==> src/rtl/fpm_pkg.sv <==
// Constants shared by the programmer-mode flash front end.
// Assumes a single 100 MHz clock and an asynchronous power-on reset.
//
// Functional notes
// - Auto-program writes one 128-byte block.
// - Bad address still writes, but flags error.
// - Address taken only in second cycle.
// - Polling bits held until next command write.
// - Auto-erase always erases whole array.
// - Status code persists until different command.
// - Status byte layout, all bits reset zero.
// - Bit seven shows running or finished.
// - Bit six shows normal or abnormal end.
// - Polling byte values per state.
// - Program is command plus 128 writes.
// - Finished operations return to command wait.
`default_nettype none
package fpm_pkg;
  localparam logic [7:0] CMD_READ    = 8'h00;
  localparam logic [7:0] CMD_PROGRAM = 8'h40;
  localparam logic [7:0] CMD_ERASE   = 8'h20;
  localparam logic [7:0] CMD_STATUS  = 8'h71;
  localparam int BLOCK_BYTES   = 128;
  localparam int BLOCK_LSB     = 7;
  localparam int ADDR_W        = 18;
  localparam int DATA_W        = 8;
  localparam int ST_ABNORMAL   = 7;
  localparam int ST_CMD_ERR    = 6;
  localparam int ST_PROG_ERR   = 5;
  localparam int ST_ERASE_ERR  = 4;
  localparam int ST_COUNT_ERR  = 1;
  localparam int ST_ADDR_ERR   = 0;
  localparam int POLL_DONE     = 7;
  localparam int POLL_OK       = 6;
  localparam logic [7:0] STATUS_RESET = 8'h00;
  typedef enum logic [1:0] {SEL_MEM, SEL_POLL, SEL_STATUS} fpm_sel_t;
  typedef enum {
    FS_READ, FS_WAIT, FS_PROG_ADDR, FS_PROG_DATA, FS_PROG_RUN,
    FS_ERASE2, FS_ERASE_RUN, FS_STAT2
  } fpm_state_t;
endpackage
`default_nettype wire

==> src/rtl/fpm_buf2.sv <==
// Two-entry buffer between the pin capture logic and the array write port.
// Assumes both sides sit on the same clock.
`default_nettype none
module fpm_buf2 import fpm_pkg::*; #(
  parameter int WIDTH = 26
) (
  // Clock and reset.
  input  wire logic             ref_clk,
  input  wire logic             sys_rst,
  // Filling side.
  input  wire logic             in_valid,
  output logic                  in_ready,
  input  wire logic [WIDTH-1:0] in_data,
  // Draining side.
  output logic                  out_valid,
  input  wire logic             out_ready,
  output logic [WIDTH-1:0]      out_data
);
  initial begin
    if (WIDTH < 1) $error("fpm_buf2 width must be positive");
  end

  logic [WIDTH-1:0] mem_reg [2];
  logic [WIDTH-1:0] mem_next [2];
  logic             wp_reg, wp_next, rp_reg, rp_next;
  logic [1:0]       cnt_reg, cnt_next;
  logic             push, pop;

  assign in_ready  = (cnt_reg != 2'h2);
  assign out_valid = (cnt_reg != 2'h0);
  assign out_data  = mem_reg[rp_reg];
  assign push      = in_valid && in_ready;
  assign pop       = out_valid && out_ready;

  always_comb begin
    mem_next = mem_reg;
    wp_next  = wp_reg;
    rp_next  = rp_reg;
    cnt_next = cnt_reg;
    if (push) begin
      mem_next[wp_reg] = in_data;
      wp_next = ~wp_reg;
    end
    if (pop) begin
      rp_next = ~rp_reg;
    end
    if (push && !pop) begin
      cnt_next = cnt_reg + 2'h1;
    end else if (pop && !push) begin
      cnt_next = cnt_reg - 2'h1;
    end
  end

  always_ff @(posedge ref_clk or posedge sys_rst) begin
    if (sys_rst) begin
      mem_reg[0] <= '0;
      mem_reg[1] <= '0;
      wp_reg     <= 1'b0;
      rp_reg     <= 1'b0;
      cnt_reg    <= 2'h0;
    end else begin
      mem_reg <= mem_next;
      wp_reg  <= wp_next;
      rp_reg  <= rp_next;
      cnt_reg <= cnt_next;
    end
  end
endmodule
`default_nettype wire

==> src/rtl/fpm_auto_ops.sv <==
// Programmer-mode command front end: auto-program, auto-erase, status read, polling.
// Assumes the flash array core performs the timed program and erase itself and reports back.
`default_nettype none
module fpm_auto_ops import fpm_pkg::*; #(
  parameter int ADDR_LIMIT = 1 << ADDR_W
) (
  // Clock and reset.
  input  wire logic              ref_clk,
  input  wire logic              sys_rst,
  // Programmer pins.
  input  wire logic              ce_n,
  input  wire logic              oe_n,
  input  wire logic              we_n,
  input  wire logic              flash_write_permit,
  input  wire logic [ADDR_W-1:0] address_bus,
  input  wire logic [DATA_W-1:0] data_bus_in,
  output logic [DATA_W-1:0]      data_bus_out,
  output logic                   data_bus_oe_n,
  // Array read port.
  output logic [ADDR_W-1:0]      mem_rd_addr,
  input  wire logic [DATA_W-1:0] mem_rd_data,
  // Array program byte stream.
  output logic                   prog_valid,
  input  wire logic              prog_ready,
  output logic [ADDR_W-1:0]      prog_addr,
  output logic [DATA_W-1:0]      prog_data,
  // Array operation control and result.
  output logic                   prog_commit,
  output logic                   erase_start,
  input  wire logic              op_done,
  input  wire logic              op_fail,
  input  wire logic              op_count_exceeded,
  // Status.
  output logic                   busy
);
  initial begin
    if (ADDR_LIMIT < 1 || ADDR_LIMIT > (1 << ADDR_W)) $error("fpm_auto_ops address limit out of range");
  end

  localparam int PW = 4 + ADDR_W + DATA_W;

  // Pin inputs pass three flip-flops; a bit moves once stages two and three agree.
  logic [PW-1:0] s1_reg, s2_reg, s3_reg, f_reg, f_next;
  always_comb begin
    for (int i = 0; i < PW; i++) begin
      f_next[i] = (s2_reg[i] == s3_reg[i]) ? s3_reg[i] : f_reg[i];
    end
  end
  always_ff @(posedge ref_clk or posedge sys_rst) begin
    if (sys_rst) begin
      s1_reg <= {3'b111, {(PW-3){1'b0}}};
      s2_reg <= {3'b111, {(PW-3){1'b0}}};
      s3_reg <= {3'b111, {(PW-3){1'b0}}};
      f_reg  <= {3'b111, {(PW-3){1'b0}}};
    end else begin
      s1_reg <= {ce_n, oe_n, we_n, flash_write_permit, address_bus, data_bus_in};
      s2_reg <= s1_reg;
      s3_reg <= s2_reg;
      f_reg  <= f_next;
    end
  end

  logic              ce_f, oe_f, we_f, fwe_f, we_d_reg;
  logic [ADDR_W-1:0] a_f;
  logic [DATA_W-1:0] d_f;
  logic              wr_ev;
  assign {ce_f, oe_f, we_f, fwe_f, a_f, d_f} = f_reg;
  // The write is taken on the trailing edge of the strobe, when data has settled.
  assign wr_ev = we_f && !we_d_reg && !ce_f;

  // Buffer between captured bytes and the array port.
  logic                     bin_valid, bin_ready;
  logic [ADDR_W+DATA_W-1:0] bout;

  fpm_state_t        st_reg, st_next;
  fpm_sel_t          sel_reg, sel_next;
  logic [7:0]        stat_reg, stat_next;
  logic              done_reg, done_next, ok_reg, ok_next;
  logic              aerr_reg, aerr_next;
  logic [ADDR_W-1:0] blk_reg, blk_next, ba_reg, ba_next;
  logic [DATA_W-1:0] bd_reg, bd_next;
  logic [7:0]        cnt_reg, cnt_next;
  logic              pend_reg, pend_next, commit_reg, commit_next, erase_reg, erase_next;
  logic [DATA_W-1:0] dout_reg, dout_next;
  logic              oe_reg, oe_next;

  fpm_buf2 #(.WIDTH(ADDR_W + DATA_W)) u_buf (
    .ref_clk  (ref_clk),
    .sys_rst  (sys_rst),
    .in_valid (bin_valid),
    .in_ready (bin_ready),
    .in_data  ({ba_reg, bd_reg}),
    .out_valid(prog_valid),
    .out_ready(prog_ready),
    .out_data (bout)
  );
  assign {prog_addr, prog_data} = bout;

  assign bin_valid     = pend_reg;
  assign prog_commit   = commit_reg;
  assign erase_start   = erase_reg;
  assign data_bus_out  = dout_reg;
  assign data_bus_oe_n = oe_reg;
  assign mem_rd_addr   = a_f;
  assign busy          = (st_reg == FS_PROG_RUN) || (st_reg == FS_ERASE_RUN) || (st_reg == FS_PROG_DATA);

  always_comb begin
    st_next     = st_reg;
    sel_next    = sel_reg;
    stat_next   = stat_reg;
    done_next   = done_reg;
    ok_next     = ok_reg;
    aerr_next   = aerr_reg;
    blk_next    = blk_reg;
    ba_next     = ba_reg;
    bd_next     = bd_reg;
    cnt_next    = cnt_reg;
    pend_next   = pend_reg && !bin_ready;
    commit_next = 1'b0;
    erase_next  = 1'b0;
    // Writes in the running states are ignored; the programmer must not issue them.
    if (wr_ev && (st_reg == FS_READ || st_reg == FS_WAIT)) begin
      // A new command drops the held polling bits.
      done_next = 1'b0;
      ok_next   = 1'b0;
      // Only a status command keeps the return code.
      if (d_f != CMD_STATUS) begin
        stat_next = STATUS_RESET;
      end
      sel_next = SEL_POLL;
      if (d_f == CMD_READ) begin
        st_next  = FS_READ;
        sel_next = SEL_MEM;
      end else if ((d_f == CMD_PROGRAM || d_f == CMD_ERASE) && !fwe_f) begin
        // Program and erase without write permit end abnormally.
        stat_next[ST_CMD_ERR]  = 1'b1;
        stat_next[ST_ABNORMAL] = 1'b1;
        done_next = 1'b1;
        st_next   = FS_WAIT;
      end else if (d_f == CMD_PROGRAM) begin
        st_next = FS_PROG_ADDR;
      end else if (d_f == CMD_ERASE) begin
        st_next = FS_ERASE2;
      end else if (d_f == CMD_STATUS) begin
        st_next = FS_STAT2;
      end else begin
        stat_next[ST_CMD_ERR]  = 1'b1;
        stat_next[ST_ABNORMAL] = 1'b1;
        done_next = 1'b1;
        st_next   = FS_WAIT;
      end
    end else if (wr_ev && st_reg == FS_PROG_ADDR) begin
      // The block address is latched here and never again.
      blk_next  = {a_f[ADDR_W-1:BLOCK_LSB], {BLOCK_LSB{1'b0}}};
      // A misaligned or out-of-range address still writes but is flagged.
      aerr_next = (a_f[BLOCK_LSB-1:0] != '0) || (int'(a_f) >= ADDR_LIMIT);
      ba_next   = {a_f[ADDR_W-1:BLOCK_LSB], {BLOCK_LSB{1'b0}}};
      bd_next   = d_f;
      pend_next = 1'b1;
      cnt_next  = 8'h01;
      st_next   = FS_PROG_DATA;
    end else if (wr_ev && st_reg == FS_PROG_DATA && !pend_reg) begin
      // Later writes carry data only; addresses follow the block count.
      ba_next   = blk_reg | ADDR_W'(cnt_reg[BLOCK_LSB-1:0]);
      bd_next   = d_f;
      pend_next = 1'b1;
      cnt_next  = cnt_reg + 8'h01;
    end else if (st_reg == FS_PROG_DATA && cnt_reg == 8'(BLOCK_BYTES) && !pend_reg && !prog_valid) begin
      // The block is committed once every byte has left the buffer.
      commit_next = 1'b1;
      st_next     = FS_PROG_RUN;
    end else if (wr_ev && st_reg == FS_ERASE2) begin
      if (d_f == CMD_ERASE) begin
        // Erase has no address: the whole array goes.
        erase_next = 1'b1;
        st_next    = FS_ERASE_RUN;
      end else begin
        stat_next[ST_CMD_ERR]  = 1'b1;
        stat_next[ST_ABNORMAL] = 1'b1;
        done_next = 1'b1;
        st_next   = FS_WAIT;
      end
    end else if (wr_ev && st_reg == FS_STAT2) begin
      if (d_f != CMD_STATUS) begin
        stat_next[ST_CMD_ERR]  = 1'b1;
        stat_next[ST_ABNORMAL] = 1'b1;
      end
      sel_next = SEL_STATUS;
      st_next  = FS_WAIT;
    end else if (op_done && (st_reg == FS_PROG_RUN || st_reg == FS_ERASE_RUN)) begin
      done_next = 1'b1;
      ok_next   = !op_fail && !(st_reg == FS_PROG_RUN && aerr_reg);
      if (op_fail && st_reg == FS_PROG_RUN) begin
        stat_next[ST_PROG_ERR] = 1'b1;
      end
      if (op_fail && st_reg == FS_ERASE_RUN) begin
        stat_next[ST_ERASE_ERR] = 1'b1;
      end
      // Status bits only ever set here, which leaves the code for a later status read.
      stat_next[ST_COUNT_ERR] = stat_reg[ST_COUNT_ERR] | op_count_exceeded;
      stat_next[ST_ADDR_ERR]  = stat_reg[ST_ADDR_ERR] | (st_reg == FS_PROG_RUN && aerr_reg);
      stat_next[ST_ABNORMAL]  = stat_reg[ST_ABNORMAL] | op_fail | (st_reg == FS_PROG_RUN && aerr_reg);
      st_next = FS_WAIT;
    end
    // Output byte is registered so the pins never see a decode glitch.
    oe_next = !(!ce_f && !oe_f);
    unique case (sel_reg)
      SEL_MEM:    dout_next = mem_rd_data;
      SEL_POLL:   dout_next = {done_reg, ok_reg, 6'h00};
      SEL_STATUS: dout_next = {stat_reg[7:4], 2'b00, stat_reg[1:0]};
      default:    dout_next = 8'h00;
    endcase
  end

  always_ff @(posedge ref_clk or posedge sys_rst) begin
    if (sys_rst) begin
      we_d_reg   <= 1'b1;
      st_reg     <= FS_READ;
      sel_reg    <= SEL_MEM;
      stat_reg   <= STATUS_RESET;
      done_reg   <= 1'b0;
      ok_reg     <= 1'b0;
      aerr_reg   <= 1'b0;
      blk_reg    <= '0;
      ba_reg     <= '0;
      bd_reg     <= '0;
      cnt_reg    <= 8'h00;
      pend_reg   <= 1'b0;
      commit_reg <= 1'b0;
      erase_reg  <= 1'b0;
      dout_reg   <= 8'h00;
      oe_reg     <= 1'b1;
    end else begin
      we_d_reg   <= we_f;
      st_reg     <= st_next;
      sel_reg    <= sel_next;
      stat_reg   <= stat_next;
      done_reg   <= done_next;
      ok_reg     <= ok_next;
      aerr_reg   <= aerr_next;
      blk_reg    <= blk_next;
      ba_reg     <= ba_next;
      bd_reg     <= bd_next;
      cnt_reg    <= cnt_next;
      pend_reg   <= pend_next;
      commit_reg <= commit_next;
      erase_reg  <= erase_next;
      dout_reg   <= dout_next;
      oe_reg     <= oe_next;
    end
  end
endmodule
`default_nettype wire

==> config.mk <==
export PLATFORM = sky130hd
export DESIGN_NAME = fpm_auto_ops
export DESIGN_NICKNAME = d
export VERILOG_FILES = /design/src/rtl/fpm_pkg.sv /design/src/rtl/fpm_buf2.sv /design/src/rtl/fpm_auto_ops.sv
export SDC_FILE = /design/constraint.sdc
export NUM_CORES = 1
export LEC_CHECK = 0
export BUFFER_PORTS_ARGS = -buffer_cell sky130_fd_sc_hd__buf_2
export CORE_MARGIN = 5
export CORE_UTILIZATION = 62
export CTS_CLUSTER_DIAMETER = 40
export DETAILED_ROUTE_END_ITERATION = 8
export GPL_TIMING_DRIVEN = 0
export PLACE_DENSITY = 0.84
export REMOVE_ABC_BUFFERS = 1
export SYNTH_ARGS = -nofsm -noshare
export SYNTH_HDL_FRONTEND = slang
export SYNTH_SLANG_ARGS = --single-unit
==> constraint.sdc <==
create_clock -name ref_clk -period 24.4 [get_ports ref_clk]
set_input_delay 4.88 -clock ref_clk [delete_from_list [all_inputs] [get_ports ref_clk]]
set_output_delay 4.88 -clock ref_clk [all_outputs]
set_load 0.03 [all_outputs]
# After elaboration in Yosys (flattened, before gate mapping)
# Cells that the tools add are included.
# totals
elab_cells	292
reg_bits	277
# op_classes
bitwise	10
reduce_logical	67
muxes	96
order_cmp	3
add_sub_neg	3
n_eq_ne	55
# ops
op	n
32-bit 2-to-1 mux	7
32-bit by 4-bit equality test with 1-bit output, second input constant	4
26-bit 2-to-1 mux	4
32-bit by 3-bit equality test with 1-bit output, second input constant	2
52-bit bitwise mux	1
2-bit 2-to-1 mux	26
8-bit 2-to-1 mux	5
1-bit 2-to-1 mux	39
18-bit 2-to-1 mux	2
32-bit by 2-bit equality test with 1-bit output, second input constant	1
32-bit logical NOT	1
1-bit equality test	30
26-bit demux with 1-bit select	1
1-bit logical AND	24
8-bit one-hot mux with 3 select lines	1
6-bit AND reduction	4
3-bit 2-to-1 mux	6
18-bit by 7-bit OR with 18-bit output	1
8-bit by 7-bit equality test with 1-bit output, second input constant	2
4-bit 2-to-1 mux	4
8-bit AND reduction	2
2-bit nonzero test	7
1-bit logical NOT	12
2-bit != test, second input constant	6
26 further kinds	42

# Depth between registers and ports, before layout
# logic_depth
word_depth	11
ltp_mapped	8

# By module
# A second synthesis with hierarchy kept.
# hier_totals
cells_unflattened	601
area_unflattened_um2	9191.3
# modules_own_cells
module	cells_each	area_each_um2	seq_area_each_um2	instances
fpm_auto_ops	445	6633.9	4822.1	1
fpm_buf2	156	2557.5	1401.3	1

# Worst setup path before layout
# OpenSTA, ideal clock, no wires.
# synth_timing
kind	reg-to-output
from	reg u_buf.rp_reg
to	out prog_addr[10]
path_stages_with_launch	4
arrival_time_ns	1.424
path_slack_ns	18.096
cell_sequence	dfrtp_1 -> clkbuf_1 -> clkbuf_1 -> mux2_2
# synth_between
elab_chain_len	4
# synth_lines
item	line	rtl
from (decl)	fpm_buf2.sv:25	logic wp_reg, wp_next, rp_reg, rp_next;
from (signal assigned)	fpm_buf2.sv:64	rp_reg <= rp_next;
1-bit inverter with 2-bit output (not written as such)	fpm_buf2.sv:31	assign out_data = mem_reg[rp_reg];
26-bit 2-to-1 mux (not written as such) (3 in series)	fpm_buf2.sv:31	
to (decl)	fpm_auto_ops.sv:25	output logic [ADDR_W-1:0] prog_addr,
# Every way passes these cells. The select of a mux whose other input is x is not followed.

# Final worst setup path
# layout_timing
from	reg u_buf.rp_reg
to	out prog_data[1]
# layout_between
elab_chain_len	4
# layout_lines
item	line	rtl
1-bit inverter with 2-bit output (not written as such)	fpm_buf2.sv:31	
26-bit 2-to-1 mux (not written as such) (3 in series)	fpm_buf2.sv:31	
to (decl)	fpm_auto_ops.sv:26	output logic [DATA_W-1:0] prog_data,
# Every way passes these cells. The select of a mux whose other input is x is not followed.

==> flow_summary.ini <==
[layout]
regArea_um2 = 6220
fillCellCount = 879
fin_util = 0.737
total_number_of_nets_in_the_final_design = 764
post_route_cells_drive_above_1_share = 0.369
multiInputGateArea_um2 = 2540
largest_register_ff_count = 52
area_growth_pct = 17.7
antenna_cells_inserted = 0

[drt]
detailedRoute.firstPassIterationCount = 5
totalWireLength_um = 16500
routed_via_density = 5.56
residual_antenna_violating_net_count_after_detailed_routing = 0
route.vias.total = 5136
post_drt_wl_per_cell_um = 17.9
residual_drc_count = 0
detailedRoute.firstIterationViolations = 322

[die]
placement_rows = 44
initial_core_util = 0.626
ios = 101
die_area_um2 = 17100
core_area_um2 = 14400
die_w_um = 131
chipHeight_um = 131

[clock_network]
tritoncts = built
clock_tree.buffer_depth = 3
cts-hold-fix-buffers = 0
clock-root-buffer = sky130_fd_sc_hd__clkbuf_16
worst_setup_hold_path_clk_slew_ps = 60
clk-insertion-delay-late_ps = 540
cts_htree_levels = 1
post_cts_resize_count = 0
cts.repair_timing.setup_buffer_count = 0
cts.sink_count = 248
numCtsBuffers = 31

[timing]
tightestPinTransition_ps = 1320
report.final.hold_viol_count = 0
fmaxAchievable_mhz = 137
fin_crit_period_ps = 7290
finalCritPeriodShare = 0.299
relSlewSlack = 0.121
grt_setup_unrepaired = false
clock-skew-final_ps = 10.5
finalMaxSlewViolations = 0
setup-violations-final = 0
postLayoutSetupSlackWorst_ps = 17110
setup_tns_ps = 0

[synthesis]
netlist_top_cells_area = sky130_fd_sc_hd__dfrtp_1 (65%), sky130_fd_sc_hd__mux2_2 (12%), sky130_fd_sc_hd__dfstp_2 (4.1%)
post_synth_top_area_share = 0.649
post_synth_inst_count = 622
post_synthesis_sequential_area_ratio = 0.689
synth_area_leader_cell = sky130_fd_sc_hd__dfrtp_1
postSynthRegisterBits = 248
syn_avg_cell_area_um2 = 14.5
synth_enable_flop_cells = 0
primary_flip_flop_cell_chosen_by_synthesis_mapping = sky130_fd_sc_hd__dfrtp_1
post_synth_num_cell_types = 47
synth-async-reset-ratio = 1.00
synth-warning-count = 0
mappedNetlistArea_um2 = 9030

[pwr]
switching_share = 0.251
sequential_cell_fraction_of_total_power = 0.471
cellLeakagePower_nw = 5.17
ir_worst_vdd_v = 0.0000598
p_comb_frac = 0.075
power.density_cell_area_nw_per_um2 = 94.0
p_sw_w = 0.000251
clockPowerShare = 0.453
design_power_total_w = 0.00100
power_report.internal_total_w = 0.000748

[placement]
io_buffers = 100
hpwl_um = 10000
finalWeightedCongestion = 0.843
post-place-ws_ps = 17620

[critical_path]
crit_path_max_fanout = 27
worst_r2r_endpoint = ba_reg[7]$_DFFE_PP0P_
regToRegSetupSlack_ps = 21400
worst-endpoint-arrival_ps = 2410
cp-startpoint = u_buf.rp_reg$_DFFE_PP0P_
crit_required_ps = 19520
timing.critical_path.to = prog_data[1]
slowest_delay_ps = 1210
regToRegStartpoint = f_reg[27]$_DFFE_PP1N_
path_cells = mux2_2 -> buf_2
ff2ff_path_depth = 5
crit_slowest_cell = sky130_fd_sc_hd__dfrtp_1
worst_setup_path_end_kind = output pin
crit_path_start_kind = register
setup_cp_type = register to output pin

[hold_path]
hold_path.class = register to register

[global_route]
grt_overflow = 0
antenna_found_initial = 0
grt_first_pass_wirelength_um = 27800
via_count_of_the_first_global_routing_pass = 5562
pin_count_of_the_biggest_net_entering_global_routing = 148
gr-usage-all-layers = 0.206

[job]
cap_violations = 0

[status]
status = finished clean
==> stage by stage <==
stage,hold WS (ps),cells,area [um2]
after detailed placement,335,868,9580
after global routing,355,923,10600
after CTS,348,923,10600
after floorplan,331,583,8800
final,347,923,10600
after global placement,331,867,9530
==> cells in the mapped netlist, types with 2 or more instances <==
cell type	n
sky130_fd_sc_hd__nor3_1	6
sky130_fd_sc_hd__clkbuf_1	10
sky130_fd_sc_hd__nor2_1	29
sky130_fd_sc_hd__ha_1	3
sky130_fd_sc_hd__inv_1	11
sky130_fd_sc_hd__maj3_1	30
sky130_fd_sc_hd__nor4_1	3
sky130_fd_sc_hd__a31oi_1	4
sky130_fd_sc_hd__buf_2	9
sky130_fd_sc_hd__mux2i_1	8
sky130_fd_sc_hd__or4_1	2
sky130_fd_sc_hd__nand2_1	49
sky130_fd_sc_hd__buf_4	19
sky130_fd_sc_hd__nand4_1	3
sky130_fd_sc_hd__nor3b_1	3
sky130_fd_sc_hd__mux2_2	98
sky130_fd_sc_hd__a21oi_1	9
sky130_fd_sc_hd__a211o_1	2
sky130_fd_sc_hd__nor2b_1	3
sky130_fd_sc_hd__and3_1	4
sky130_fd_sc_hd__mux2_1	3
sky130_fd_sc_hd__o21ai_0	22
sky130_fd_sc_hd__dfstp_2	14
sky130_fd_sc_hd__dfrtp_1	234
sky130_fd_sc_hd__nand2b_1	2
sky130_fd_sc_hd__a22o_1	5
sky130_fd_sc_hd__o31ai_1	2
sky130_fd_sc_hd__xor2_1	3
sky130_fd_sc_hd__nand3_1	5
sky130_fd_sc_hd__a211oi_1	3
sky130_fd_sc_hd__nor4bb_1	3
sky130_fd_sc_hd__or2_2	2
sky130_fd_sc_hd__xnor2_1	3
sky130_fd_sc_hd__a32o_1	2
sky130_fd_sc_hd__a21o_1	2
==> worst min path at each step <==
stage | from | endpoint | slack (ps) | cells past startpoint
floorplan | s1_reg[0]$_DFF_PP0_ | s2_reg[0]$_DFF_PP0_ | 330 | 0
global placement | s1_reg[0]$_DFF_PP0_ | s2_reg[0]$_DFF_PP0_ | 330 | 0
detailed placement | s1_reg[14]$_DFF_PP0_ | s2_reg[14]$_DFF_PP0_ | 330 | 0
CTS | s1_reg[14]$_DFF_PP0_ | s2_reg[14]$_DFF_PP0_ | 350 | 0
global route | s1_reg[14]$_DFF_PP0_ | s2_reg[14]$_DFF_PP0_ | 360 | 0
finish | s1_reg[14]$_DFF_PP0_ | s2_reg[14]$_DFF_PP0_ | 350 | 0
==> kinds of logic after synthesis <==
group	synth area share
fa+ha+maj	0.0374
mux	0.135
simple gates	0.0635
flops	0.689
xor+xnor	0.00582
compound gates	0.0392
buf+inv	0.0299
==> critical path, delay by kind of cell, from the launching register on <==
kind	cells	cell delay (ps)
buffers and inverters	1	190
DFF	1	1210
muxes	1	460
==> layout make-up <==
| type | instances | area share |
|---|---|---|
| sequential | 248 | 0.586 |
| multi-input combinational | 324 | 0.239 |
| clock buffer | 36 | 0.0776 |
| tap | 184 | 0.0217 |
| timing repair buffer | 101 | 0.0497 |
| inverter | 11 | 0.00459 |
| clock inverter | 19 | 0.0215 |
==> layer usage <==
metal	routed length, um	track usage	vias to the layer above
li1	-	-	2341
met1	6850	0.273	2576
met2	8250	0.340	168
met3	935	0.0423	51
met4	476	0.0805	0
met5	0	0	-
==> layout by cell type (no fill, tap or decap), types with 4 or more instances in the layout <==
cell type | netlist | layout
sky130_fd_sc_hd__inv_8 | 0 | 4
sky130_fd_sc_hd__buf_2 | 9 | 100
sky130_fd_sc_hd__maj3_1 | 30 | 30
sky130_fd_sc_hd__inv_1 | 11 | 10
sky130_fd_sc_hd__clkinvlp_4 | 0 | 4
sky130_fd_sc_hd__dfrtp_1 | 234 | 234
sky130_fd_sc_hd__nand3_1 | 5 | 5
sky130_fd_sc_hd__and3_1 | 4 | 4
sky130_fd_sc_hd__nor3_1 | 6 | 6
sky130_fd_sc_hd__dfstp_2 | 14 | 14
sky130_fd_sc_hd__nor2_1 | 29 | 27
sky130_fd_sc_hd__clkbuf_16 | 0 | 31
sky130_fd_sc_hd__a21oi_1 | 9 | 9
sky130_fd_sc_hd__o21ai_0 | 22 | 22
sky130_fd_sc_hd__a31oi_1 | 4 | 4
sky130_fd_sc_hd__a22o_1 | 5 | 5
sky130_fd_sc_hd__mux2i_1 | 8 | 8
sky130_fd_sc_hd__nand2_1 | 49 | 49
sky130_fd_sc_hd__mux2_2 | 98 | 98
==> power by group through the flow <==
stage                     registers, W  clock network [W]  logic [W]
after floorplan               0.000481                  0  0.0000418
final                         0.000471           0.000453  0.0000753
after global placement        0.000475                  0  0.0000725
after global routing          0.000476           0.000482  0.0000830
after CTS                     0.000471           0.000462  0.0000763
after detailed placement      0.000478                  0  0.0000757
Power figures use the tool's default switching activity.
